$ cat src/design/lcc_defs.svh
// Constants for the link clock compensation block: timing, field widths, codes.
// Assumes the includer works on the 40 MHz system clock.
//
// What this block does
// - Each system clock cycle carries twenty line bits on every lane, so the line rate is 20 times the clock.
// - All lanes share one clock and one word rate, so raw bandwidth grows with the lane count.
// - All logic, the receive front end included, runs on the single system clock.
// - Receive data sampled at recovered clock rising edges reaches the system domain through a synchroniser crossing without loss.
// - With one shared clock source, the default, no compensation insertion or removal logic exists.
// - With independent clocks of equal nominal rate, compensation keeps a slightly faster sender from losing data.
// - At 300 ppm tolerance, the default, a compensation sequence is inserted every 1667 system clock cycles.
// - At 100 ppm tolerance, one is inserted every 5000 cycles; tolerance matters only with independent clocks.
// - A reset state machine on the system clock drives the transceiver PLL reset and receiver analog reset.
// - Reversed lane polarity and reversed lane order may be corrected automatically; this block passes lanes in wired order and polarity.
`ifndef LCC_DEFS_SVH
`define LCC_DEFS_SVH

// ----------------------------------------
// Clock and line rate
// ----------------------------------------
`define LCC_CLK_PERIOD_NS 25
`define LCC_LINE_BITS_PER_CLK 20
`define LCC_LANE_W 16

// ----------------------------------------
// Compensation spacing, system clock cycles
// ----------------------------------------
`define LCC_COMP_CYC_300PPM 1667
`define LCC_COMP_CYC_100PPM 5000
`define LCC_COMP_CNT_W 13
`define LCC_COMP_WORD 16'hBC1C

// ----------------------------------------
// Reset sequencing times
// ----------------------------------------
`define LCC_PLL_RST_NS 1000
`define LCC_RX_RST_NS 1000
`define LCC_PLL_RST_CYC ((`LCC_PLL_RST_NS + `LCC_CLK_PERIOD_NS - 1) / `LCC_CLK_PERIOD_NS)
`define LCC_RX_RST_CYC ((`LCC_RX_RST_NS + `LCC_CLK_PERIOD_NS - 1) / `LCC_CLK_PERIOD_NS)
`define LCC_RST_CNT_W 8

`endif

$ cat src/design/lcc_pkg.sv
// Types for the link clock compensation block.
// Assumes lcc_defs.svh supplies the numbers.
package lcc_pkg;

    // ----------------------------------------
    // Reset sequencer states, Gray along the path
    // ----------------------------------------
    typedef enum logic [1:0] {
        LCC_RST_PLL = 2'h0,
        LCC_RST_LOCK = 2'h1,
        LCC_RST_RX = 2'h3,
        LCC_RST_DONE = 2'h2
    } lcc_rst_state_t;

endpackage : lcc_pkg

$ cat src/design/lcc_stream_if.sv
// Valid/ready word stream between the block's own modules.
// Assumes both ends share the system clock.
`timescale 1ns/10ps
interface lcc_stream_if #(parameter int W = 16);
    logic valid;
    logic ready;
    logic [W-1:0] data;
    modport src (output valid, output data, input ready);
    modport snk (input valid, input data, output ready);
endinterface : lcc_stream_if

$ cat src/design/lcc_buf.sv
// Two-entry valid/ready buffer in the transmit data path.
// Assumes a single clock; ready on the fill side comes from a flip-flop.
`timescale 1ns/10ps
module lcc_buf #(
    parameter int W = 16
) (
    // Clock and reset
    input wire logic i_clk_sys,
    input wire logic i_rst_n,
    // Streams
    lcc_stream_if.snk s_in,
    lcc_stream_if.src s_out
);
    logic [W-1:0] mem_reg [2];
    logic [1:0] cnt_reg;
    logic rd_reg;
    logic wr_reg;
    logic rdy_reg;
    logic push;
    logic pop;
    logic [1:0] cnt_next;

    // Ready is registered, so a full buffer still refuses in the cycle of a pop
    assign push = s_in.valid & rdy_reg;
    assign pop = s_out.ready & (cnt_reg != 2'h0);
    assign cnt_next = cnt_reg + {1'b0, push} - {1'b0, pop};
    assign s_in.ready = rdy_reg;
    assign s_out.valid = (cnt_reg != 2'h0);
    assign s_out.data = mem_reg[rd_reg];

    always_ff @(posedge i_clk_sys) begin
        if (!i_rst_n) begin
            cnt_reg <= 2'h0;
            rdy_reg <= 1'b0;
        end else begin
            cnt_reg <= cnt_next;
            rdy_reg <= (cnt_next != 2'h2);
        end
    end

    always_ff @(posedge i_clk_sys) begin
        if (!i_rst_n) begin
            rd_reg <= 1'b0;
            wr_reg <= 1'b0;
        end else begin
            if (push) begin
                wr_reg <= ~wr_reg;
            end
            if (pop) begin
                rd_reg <= ~rd_reg;
            end
        end
    end

    always_ff @(posedge i_clk_sys) begin
        if (push) begin
            mem_reg[wr_reg] <= s_in.data;
        end
    end
endmodule : lcc_buf

$ cat src/design/lcc_top.sv
// Link clock compensation: reset sequencer, transmit compensation inserter,
// receive front end and clock crossing.
// Assumes the system clock does not come from an active transceiver's reference pad
// and that the recovered clock is far slower than the system clock.
`timescale 1ns/10ps
`include "lcc_defs.svh"
module lcc_top #(
    parameter int LANES = 1,
    parameter bit INDEP_CLOCKS = 1'b0,
    parameter bit TOL_100PPM = 1'b0,
    parameter int COMP_CYC_300 = `LCC_COMP_CYC_300PPM,
    parameter int COMP_CYC_100 = `LCC_COMP_CYC_100PPM
) (
    // System clock and reset
    input wire logic i_clk_sys,
    input wire logic i_rst_n,
    // Transceiver status and reset controls
    input wire logic i_pll_locked,
    output logic o_pll_async_reset_out,
    output logic o_receiver_analog_reset_out,
    output logic o_link_ready,
    // Transmit user stream
    input wire logic i_tx_valid,
    input wire logic [LANES*`LCC_LANE_W-1:0] i_tx_data,
    output logic o_tx_ready,
    // Transmit words to the serialisers
    output logic o_tx_word_valid,
    output logic [LANES*`LCC_LANE_W-1:0] o_tx_word,
    output logic o_tx_comp_inserted,
    // Receive side from the deserialisers
    input wire logic i_rx_rec_clk,
    input wire logic [LANES*`LCC_LANE_W-1:0] i_rx_word,
    // Receive user stream
    output logic o_rx_valid,
    output logic [LANES*`LCC_LANE_W-1:0] o_rx_data,
    output logic o_rx_comp_dropped
);
    localparam int W = LANES * `LCC_LANE_W;
    localparam logic [`LCC_COMP_CNT_W-1:0] COMP_LAST =
        TOL_100PPM ? `LCC_COMP_CNT_W'(COMP_CYC_100 - 1) : `LCC_COMP_CNT_W'(COMP_CYC_300 - 1);
    localparam logic [`LCC_RST_CNT_W-1:0] PLL_LAST = `LCC_RST_CNT_W'(`LCC_PLL_RST_CYC - 1);
    localparam logic [`LCC_RST_CNT_W-1:0] RX_LAST = `LCC_RST_CNT_W'(`LCC_RX_RST_CYC - 1);

    // Same compensation pattern on every lane
    function automatic logic [W-1:0] comp_pattern();
        comp_pattern = {LANES{`LCC_COMP_WORD}};
    endfunction : comp_pattern

    // ----------------------------------------
    // Input synchronisers
    // ----------------------------------------
    logic lock_s1_reg;
    logic lock_s2_reg;
    logic rclk_s1_reg;
    logic rclk_s2_reg;
    logic rclk_s3_reg;
    logic [W-1:0] rdat_s1_reg;
    logic [W-1:0] rdat_s2_reg;

    always_ff @(posedge i_clk_sys) begin
        if (!i_rst_n) begin
            lock_s1_reg <= 1'b0;
            lock_s2_reg <= 1'b0;
        end else begin
            lock_s1_reg <= i_pll_locked;
            lock_s2_reg <= lock_s1_reg;
        end
    end

    // Clock and data share the same delay, so data stays aligned to the sampled edge
    always_ff @(posedge i_clk_sys) begin
        if (!i_rst_n) begin
            rclk_s1_reg <= 1'b0;
            rclk_s2_reg <= 1'b0;
            rclk_s3_reg <= 1'b0;
            rdat_s1_reg <= '0;
            rdat_s2_reg <= '0;
        end else begin
            rclk_s1_reg <= i_rx_rec_clk;
            rclk_s2_reg <= rclk_s1_reg;
            rclk_s3_reg <= rclk_s2_reg;
            rdat_s1_reg <= i_rx_word;
            rdat_s2_reg <= rdat_s1_reg;
        end
    end

    // ----------------------------------------
    // Transceiver reset sequencer
    // ----------------------------------------
    lcc_pkg::lcc_rst_state_t rst_state_reg;
    logic [`LCC_RST_CNT_W-1:0] rst_cnt_reg;
    logic rst_hit;

    assign rst_hit = (rst_state_reg == lcc_pkg::LCC_RST_PLL) ? (rst_cnt_reg == PLL_LAST)
                                                              : (rst_cnt_reg == RX_LAST);

    always_ff @(posedge i_clk_sys) begin
        if (!i_rst_n) begin
            rst_state_reg <= lcc_pkg::LCC_RST_PLL;
            rst_cnt_reg <= '0;
        end else begin
            case (rst_state_reg)
                lcc_pkg::LCC_RST_PLL: begin
                    rst_cnt_reg <= rst_hit ? '0 : rst_cnt_reg + 1'b1;
                    if (rst_hit) begin
                        rst_state_reg <= lcc_pkg::LCC_RST_LOCK;
                    end
                end
                lcc_pkg::LCC_RST_LOCK: begin
                    rst_cnt_reg <= '0;
                    if (lock_s2_reg) begin
                        rst_state_reg <= lcc_pkg::LCC_RST_RX;
                    end
                end
                lcc_pkg::LCC_RST_RX: begin
                    rst_cnt_reg <= rst_hit ? '0 : rst_cnt_reg + 1'b1;
                    if (!lock_s2_reg) begin
                        rst_state_reg <= lcc_pkg::LCC_RST_PLL;
                        rst_cnt_reg <= '0;
                    end else if (rst_hit) begin
                        rst_state_reg <= lcc_pkg::LCC_RST_DONE;
                    end
                end
                lcc_pkg::LCC_RST_DONE: begin
                    rst_cnt_reg <= '0;
                    // Lost lock restarts the whole sequence
                    if (!lock_s2_reg) begin
                        rst_state_reg <= lcc_pkg::LCC_RST_PLL;
                    end
                end
                default: begin
                    rst_state_reg <= lcc_pkg::LCC_RST_PLL;
                    rst_cnt_reg <= '0;
                end
            endcase
        end
    end

    // Outputs lag the state by one cycle to come straight from flip-flops
    always_ff @(posedge i_clk_sys) begin
        if (!i_rst_n) begin
            o_pll_async_reset_out <= 1'b1;
            o_receiver_analog_reset_out <= 1'b1;
            o_link_ready <= 1'b0;
        end else begin
            o_pll_async_reset_out <= (rst_state_reg == lcc_pkg::LCC_RST_PLL);
            o_receiver_analog_reset_out <= (rst_state_reg != lcc_pkg::LCC_RST_DONE);
            o_link_ready <= (rst_state_reg == lcc_pkg::LCC_RST_DONE);
        end
    end

    // ----------------------------------------
    // Transmit buffer
    // ----------------------------------------
    lcc_stream_if #(.W(W)) tx_in_if ();
    lcc_stream_if #(.W(W)) tx_out_if ();

    assign tx_in_if.valid = i_tx_valid;
    assign tx_in_if.data = i_tx_data;

    lcc_buf #(.W(W)) u_tx_buf (
        .i_clk_sys(i_clk_sys),
        .i_rst_n(i_rst_n),
        .s_in(tx_in_if.snk),
        .s_out(tx_out_if.src)
    );

    // Registered copy of the buffer's own registered ready
    always_ff @(posedge i_clk_sys) begin
        if (!i_rst_n) begin
            o_tx_ready <= 1'b0;
        end else begin
            o_tx_ready <= tx_in_if.ready;
        end
    end

    // ----------------------------------------
    // Compensation timer and inserter
    // ----------------------------------------
    logic [`LCC_COMP_CNT_W-1:0] comp_cnt_reg;
    logic comp_pend_reg;
    logic comp_hit;
    logic comp_emit;

    // Tying to the parameter lets synthesis remove the timer for a shared clock
    assign comp_hit = INDEP_CLOCKS && (comp_cnt_reg == COMP_LAST);
    assign comp_emit = comp_pend_reg & o_link_ready;
    // A pending sequence blocks data, which is why a fast sender must be buffered
    assign tx_out_if.ready = o_link_ready & ~comp_pend_reg;

    always_ff @(posedge i_clk_sys) begin
        if (!i_rst_n || !INDEP_CLOCKS) begin
            comp_cnt_reg <= '0;
        end else if (comp_hit) begin
            comp_cnt_reg <= '0;
        end else begin
            comp_cnt_reg <= comp_cnt_reg + 1'b1;
        end
    end

    // A new period that starts as the last sequence leaves is kept pending
    always_ff @(posedge i_clk_sys) begin
        if (!i_rst_n) begin
            comp_pend_reg <= 1'b0;
        end else begin
            comp_pend_reg <= comp_hit | (comp_pend_reg & ~comp_emit);
        end
    end

    // One word of twenty line bits per lane leaves in each cycle with a sequence to emit or a word popped from the buffer
    always_ff @(posedge i_clk_sys) begin
        if (!i_rst_n) begin
            o_tx_word_valid <= 1'b0;
            o_tx_word <= '0;
            o_tx_comp_inserted <= 1'b0;
        end else begin
            o_tx_comp_inserted <= comp_emit;
            if (comp_emit) begin
                o_tx_word_valid <= 1'b1;
                o_tx_word <= comp_pattern();
            end else begin
                o_tx_word_valid <= tx_out_if.valid & tx_out_if.ready;
                o_tx_word <= tx_out_if.data;
            end
        end
    end

    // ----------------------------------------
    // Receive front end and crossing
    // ----------------------------------------
    logic rclk_rise;
    logic rx_is_comp;

    assign rclk_rise = rclk_s2_reg & ~rclk_s3_reg;
    assign rx_is_comp = INDEP_CLOCKS && (rdat_s2_reg == comp_pattern());

    always_ff @(posedge i_clk_sys) begin
        if (!i_rst_n) begin
            o_rx_valid <= 1'b0;
            o_rx_data <= '0;
            o_rx_comp_dropped <= 1'b0;
        end else begin
            o_rx_valid <= rclk_rise & o_link_ready & ~rx_is_comp;
            o_rx_comp_dropped <= rclk_rise & o_link_ready & rx_is_comp;
            // Lanes pass in wired order and polarity; automatic reversal is optional, not built
            if (rclk_rise) begin
                o_rx_data <= rdat_s2_reg;
            end
        end
    end
endmodule : lcc_top
$ cat config.mk
export PLATFORM = sky130hd
export DESIGN_NAME = lcc_top
export DESIGN_NICKNAME = d
export VERILOG_FILES = /design/src/design/lcc_pkg.sv /design/src/design/lcc_stream_if.sv /design/src/design/lcc_buf.sv /design/src/design/lcc_top.sv
export VERILOG_INCLUDE_DIRS = /design/src /design/src/design
export SDC_FILE = /design/constraint.sdc
export NUM_CORES = 1
export LEC_CHECK = 0
export ABC_AREA = 1
export BUFFER_PORTS_ARGS = -buffer_cell sky130_fd_sc_hd__buf_2
export CAP_MARGIN = 10
export CORE_UTILIZATION = 40
export CTS_BUF_LIST = sky130_fd_sc_hd__clkbuf_16
export DETAILED_ROUTE_END_ITERATION = 10
export GPL_TIMING_DRIVEN = 0
export SETUP_SLACK_MARGIN = 0.2
export SLEW_MARGIN = 20
export SYNTH_ARGS = -nofsm -noshare
export SYNTH_HDL_FRONTEND = slang
export SYNTH_SLANG_ARGS = --single-unit
$ cat constraint.sdc
create_clock -name i_clk_sys -period 1.75 [get_ports i_clk_sys]
set_input_delay 0.4375 -clock i_clk_sys [delete_from_list [all_inputs] [get_ports i_clk_sys]]
set_output_delay 0.4375 -clock i_clk_sys [all_outputs]
set_load 0.05 [all_outputs]
# ---- After elaboration in Yosys (flattened, before gate mapping)
# Memories as Yosys holds them, arrays and structs flattened. A register that Yosys moved wholly into a read port is not among the register bits.
# Index checks and enable logic that the tools add are counted.
dict set report totals {
  ff_bits 92
  ram_bits 32
  in_bits 37
  out_inout_bits 40
  wordCells 71
  memories 1
}
dict set report classes {
  add_sub_neg 3
  n_eq_ne 10
  n_mux 15
  n_bitwise 13
  reduce_logical 5
}
# memory words width read_ports rd_ports_with_merged_regs wr line_no
set memory_table {}
lappend memory_table {u_tx_buf.mem_reg 2 16 1 1 1 lcc_buf.sv:14} ;# logic [W-1:0] mem_reg [2];
# operator n
set ops {}
lappend ops {{$pmux W8 S3} 1}
lappend ops {{$mux W16} 1}
lappend ops {{$mux W8} 2}
lappend ops {{$mux W2} 5}
lappend ops {{$ne A2 B2 Y1 const B} 5}
lappend ops {{$add A8 B1 Y8 const B} 1}
lappend ops {{$eq A8 B6 Y1 const B} 1}
lappend ops {{$pmux W2 S4} 1}
lappend ops {{$and A1 B1 Y1} 7}
lappend ops {{$not A1 Y1} 6}
lappend ops {{$mux W1} 5}
lappend ops {{$eq A2 B2 Y1 const B} 2}
lappend ops {{$reduce_and A4 Y1} 1}
lappend ops {{$reduce_or A2 Y1} 2}
lappend ops {{$ne A3 B3 Y1 const B} 1}
lappend ops {{$add A2 B1 Y2} 1}
lappend ops {{$eq A2 B1 Y1 const B} 1}
lappend ops {{$logic_not A2 Y1} 1}
lappend ops {{$reduce_bool A2 Y1} 1}
lappend ops {{$sub A2 B1 Y2} 1}

# ---- Depth between registers and ports, before layout
dict set report depth {
  depth_word 5
  mapped_depth 11
  mapped_depth_nobuf 11
}

# ---- Modules after synthesis
# A second synthesis with hierarchy kept.
dict set report unflattened {
  cells_unflattened 420
  hier_area_um2 4295.4
}
# module instances cells_each area_each_um2 seq_area_each_um2
set by_module_without_submodules {}
lappend by_module_without_submodules {lcc_top 1 329 2806.4 1741.7}
lappend by_module_without_submodules {lcc_buf 1 91 1488.9 1081.0}

# ---- Worst setup path after synthesis
# OpenSTA, ideal clock, no wires.
dict set report synth_timing {
  kind {register -> register}
  from {register o_link_ready}
  to {register u_tx_buf.rdy_reg, in the netlist u_tx_buf.s_in.ready}
  setup_time_ns 0.113
  arrival_ns 1.568
  t_required_ns 1.637
  slack_ns 0.069
  path_stages_with_launch 8
  n_path_buf 0
  period_less_slack_ns 1.681
  cell_sequence {dfxtp_1 > nand3_1 > inv_1 > ha_1 > inv_1 > ha_1 > nand2_1 > nand2_1}
}
dict set report synth_via {
  elab_chain_cells 4
}
# element line_no
set synth_lines {}
lappend synth_lines {{from (decl)} lcc_top.sv:21} ;# output logic o_link_ready,
lappend synth_lines {{from (signal assigned)} lcc_top.sv:148} ;# o_link_ready <= (rst_state_reg == lcc_pkg::LCC_RST_DONE);
lappend synth_lines {{$and A1 B1 Y1} lcc_top.sv:189} ;# assign tx_out_if.ready = o_link_ready & ~comp_pend_reg;
lappend synth_lines {{$and A1 B1 Y1} lcc_buf.sv:25} ;# assign pop = s_out.ready & (cnt_reg != 2'h0);
lappend synth_lines {{net u_tx_buf.pop} lcc_buf.sv:20} ;# logic pop;
lappend synth_lines {{$sub A2 B1 Y2} lcc_buf.sv:26} ;# assign cnt_next = cnt_reg + {1'b0, push} - {1'b0, pop};
lappend synth_lines {{net u_tx_buf.cnt_next[0]} lcc_buf.sv:21} ;# logic [1:0] cnt_next;
lappend synth_lines {{$ne A2 B2 Y1} lcc_buf.sv:37} ;# rdy_reg <= (cnt_next != 2'h2);
lappend synth_lines {{to (signal assigned)} lcc_buf.sv:37}
lappend synth_lines {{to (decl)} lcc_buf.sv:18} ;# logic rdy_reg;
# The timed path passes the listed nets, and every way through them passes these cells.
# A chain may end at the register's enable or synchronous reset.

# ---- Worst setup path in the final report
dict set report layout_timing {
  from {register o_link_ready}
  to {output port o_link_ready}
}
# No word-level cell between the ends.

==> impl_metrics.toml <==
[status]
status = "completed"

[logic_synthesis]
synth_top_area_share_pct = 45.8
ys_seq_area_share_pct = 69.4
synth.avg_cell_area_um2 = 9.95
ys_types = 23
synth_ff_type = "dfxtp_1"
synth_area_leader_cell = "dfxtp_1"
syn_nets = 449
synth_warnings = 0
synth.ff_latch_count = 125
synth_edf_count = 32
async_flop_share_pct = 0
synthCells = 409
netlist_area_mm2 = 0.00407
synth_area_leaders = "dfxtp_1, edfxtp_1, nand2_1"

[layout]
largest_register_ffs = 32
fin_nets = 542
layoutNonFillerInstCount = 648
post-route-cell-area_mm2 = 0.00522
post-route-util_pct = 53.1
nFillCells = 926
drive_gt1_share_pct = 25.8
area_growth_pct = 28.3
multiInputGateArea_um2 = 931
area.sequential_mm2 = 0.00282
n_antenna_cell = 0

[sta]
skew_ps = 8.45
rsz0062_at_grt = "no"
fmax_ghz = 0.665
timing.final.crit_share_pct = 86.0
setup_tns_ps = 0
setup_viol_count_final = 0
finalMaxSlewViolations = 0
maxSlewHeadroom_pct = 65.2
post-route-min-period_ps = 1500
timing_hold_violations_final = 0
worstMarginPinSlew_ps = 521

[global_route]
grt_pass1_wl_mm = 12.0
grt_pass1_vias = 2726
antenna_found_initial = 0
track_usage_pct = 15.2
grt_max_degree = 18
grt.overflow.total = 0

[route]
drc = 0
drtIter0Drc = 83
routed_via_density = 4.27
drt_pass1_iterations = 4
via_count = 2768
wl_mm = 7.37
ant_nets = 0
avgRoutedWirePerCell_um = 11.4

[floorplan]
dieArea_mm2 = 0.0106
die_h_um = 103
start_util_pct = 41.4
ios = 77
coreArea_mm2 = 0.00982
num_rows = 36
die_w_um = 103

[clock_tree]
htree_levels = 4
cts_setup_buffers = 0
cts_root_buffer = "clkbuf_16"
ctsHoldBuffers = 0
clkTransAtPathRegs_ps = 60
clk_latency_ps = 400
cts_tree = "done"
cts_buffers = 17
cts.sinks = 125
clockBufferDepth = 2

[pwr]
cellLeakagePower_uw = 0.00260
power_uw = 7050
peakVddDrop_v = 0.000659
p_per_area_mw_per_mm2 = 1350

[setup_path]
critPathMaxFanout = 5
crit_chain = "buf_2"
crit_path_top_delay_cell = "dfxtp_2"
start_kind = "register"
critical_path.top_delay_family = "flip-flops"
worst_path_largest_cell_delay_ps = 390
critical_path_buf_inv_count = 1
critical_path_class = "reg -> out"
arrival_ps = 1070
worst_ep_required_time_ps = 1310
crit_path_end_kind = "output pin"

[placed_design]
placed_cells = 616
dpl-instance-area_mm2 = 0.00461
io_buffer_count = 74
gp_congestion = 0.698
hpwl_mm = 4.92

[job]
cap_viol_max_count = 0

[hold_path]
worstHoldPathType = "in -> reg"
[per-stage QoR]
stage,setup slack [ps],hold slack (ps)
2_1_floorplan,284,390
3_3_place_gp,-8.92,395
3_5_place_dp,-38.9,396
4_1_cts,175,203
5_1_grt,192,202
6_report,245,214
[placed cells by master (no fill, tap or decap), types with 4 or more instances in the layout]
| cell type | instances |
|---|---|
| nand2_1 | 91 |
| inv_2 | 5 |
| edfxtp_1 | 32 |
| o21ai_0 | 19 |
| inv_1 | 60 |
| a21oi_1 | 14 |
| buf_4 | 4 |
| buf_2 | 82 |
| clkbuf_16 | 18 |
| dfxtp_1 | 92 |
| a31oi_1 | 8 |
| nand3_1 | 4 |
| nor2_1 | 52 |
[repair_timing]
action                     CTS  global route
setup endpoints to repair   16            19
pin swaps                    0             0
gates cloned                 0             0
gates resized for setup      1             2
[power breakdown]
group,switching [uW],internal [uW]
logic,328,126
registers,46.5,3120
clock network,1250,2180
[path summary, 6_finish.rpt]
check                       from                  end  slack [ps]  cells past startpoint
min reg2reg       rdat_s1_reg[8]       rdat_s2_reg[8]         410                      2
min                 i_rx_word[0]       rdat_s1_reg[0]         210                      3
max                 o_link_ready         o_link_ready         250                      1
max reg2reg  u_tx_buf.cnt_reg[1]  u_tx_buf.s_in.ready         360                     11
[layer usage]
| metal | GRT usage, % | up-vias | wire [um] | part of all wire, % |
|---|---|---|---|---|
| li1 | - | 1452 | - | - |
| met2 | 25.3 | 66 | 3540 | 48 |
| met5 | 0 | - | 0 | 0 |
| met3 | 5.83 | 9 | 392 | 5.3 |
| met4 | 6.28 | 0 | 94 | 1.3 |
| met1 | 17.8 | 1241 | 3350 | 45 |
[cell usage after synthesis (2+ instances only)]
cell type  number
edfxtp_1       32
xor2_1          2
buf_4           4
dfxtp_1        93
inv_2           4
a21oi_1        14
nand2_1        91
nor3_1          2
ha_1            3
o21ai_0        19
buf_6           2
nor2_1         54
a31oi_1         8
xnor2_1         2
buf_2           8
inv_1          59
nand2_2         2
nand3_1         5
[area by class of cell]
class                      instances  share of cell area (%)
buffer                            15                    1.87
clock buffer                      18                    8.63
clock inverter                    14                    2.71
inverter                          63                    4.53
multi-input combinational        206                    17.8
sequential                       125                    54.1
tap                              133                    3.19
timing repair buffer              74                    7.10
[kinds of logic (layout without fill, tap and decap cells)]
kind of cell               Yosys count  after routing  synth area share, %
AOI/OAI and AO/OA                   41             41                 5.29
xor gates and xnor gates             4              4                0.861
adders and majority gates            3              3                0.923
buffers and inverters               78            184                 8.21
DFF                                125            125                 69.4
other                                1              1               0.0922
and+or+nand+nor                    157            157                 15.2
(Power assumes the default switching activity.)
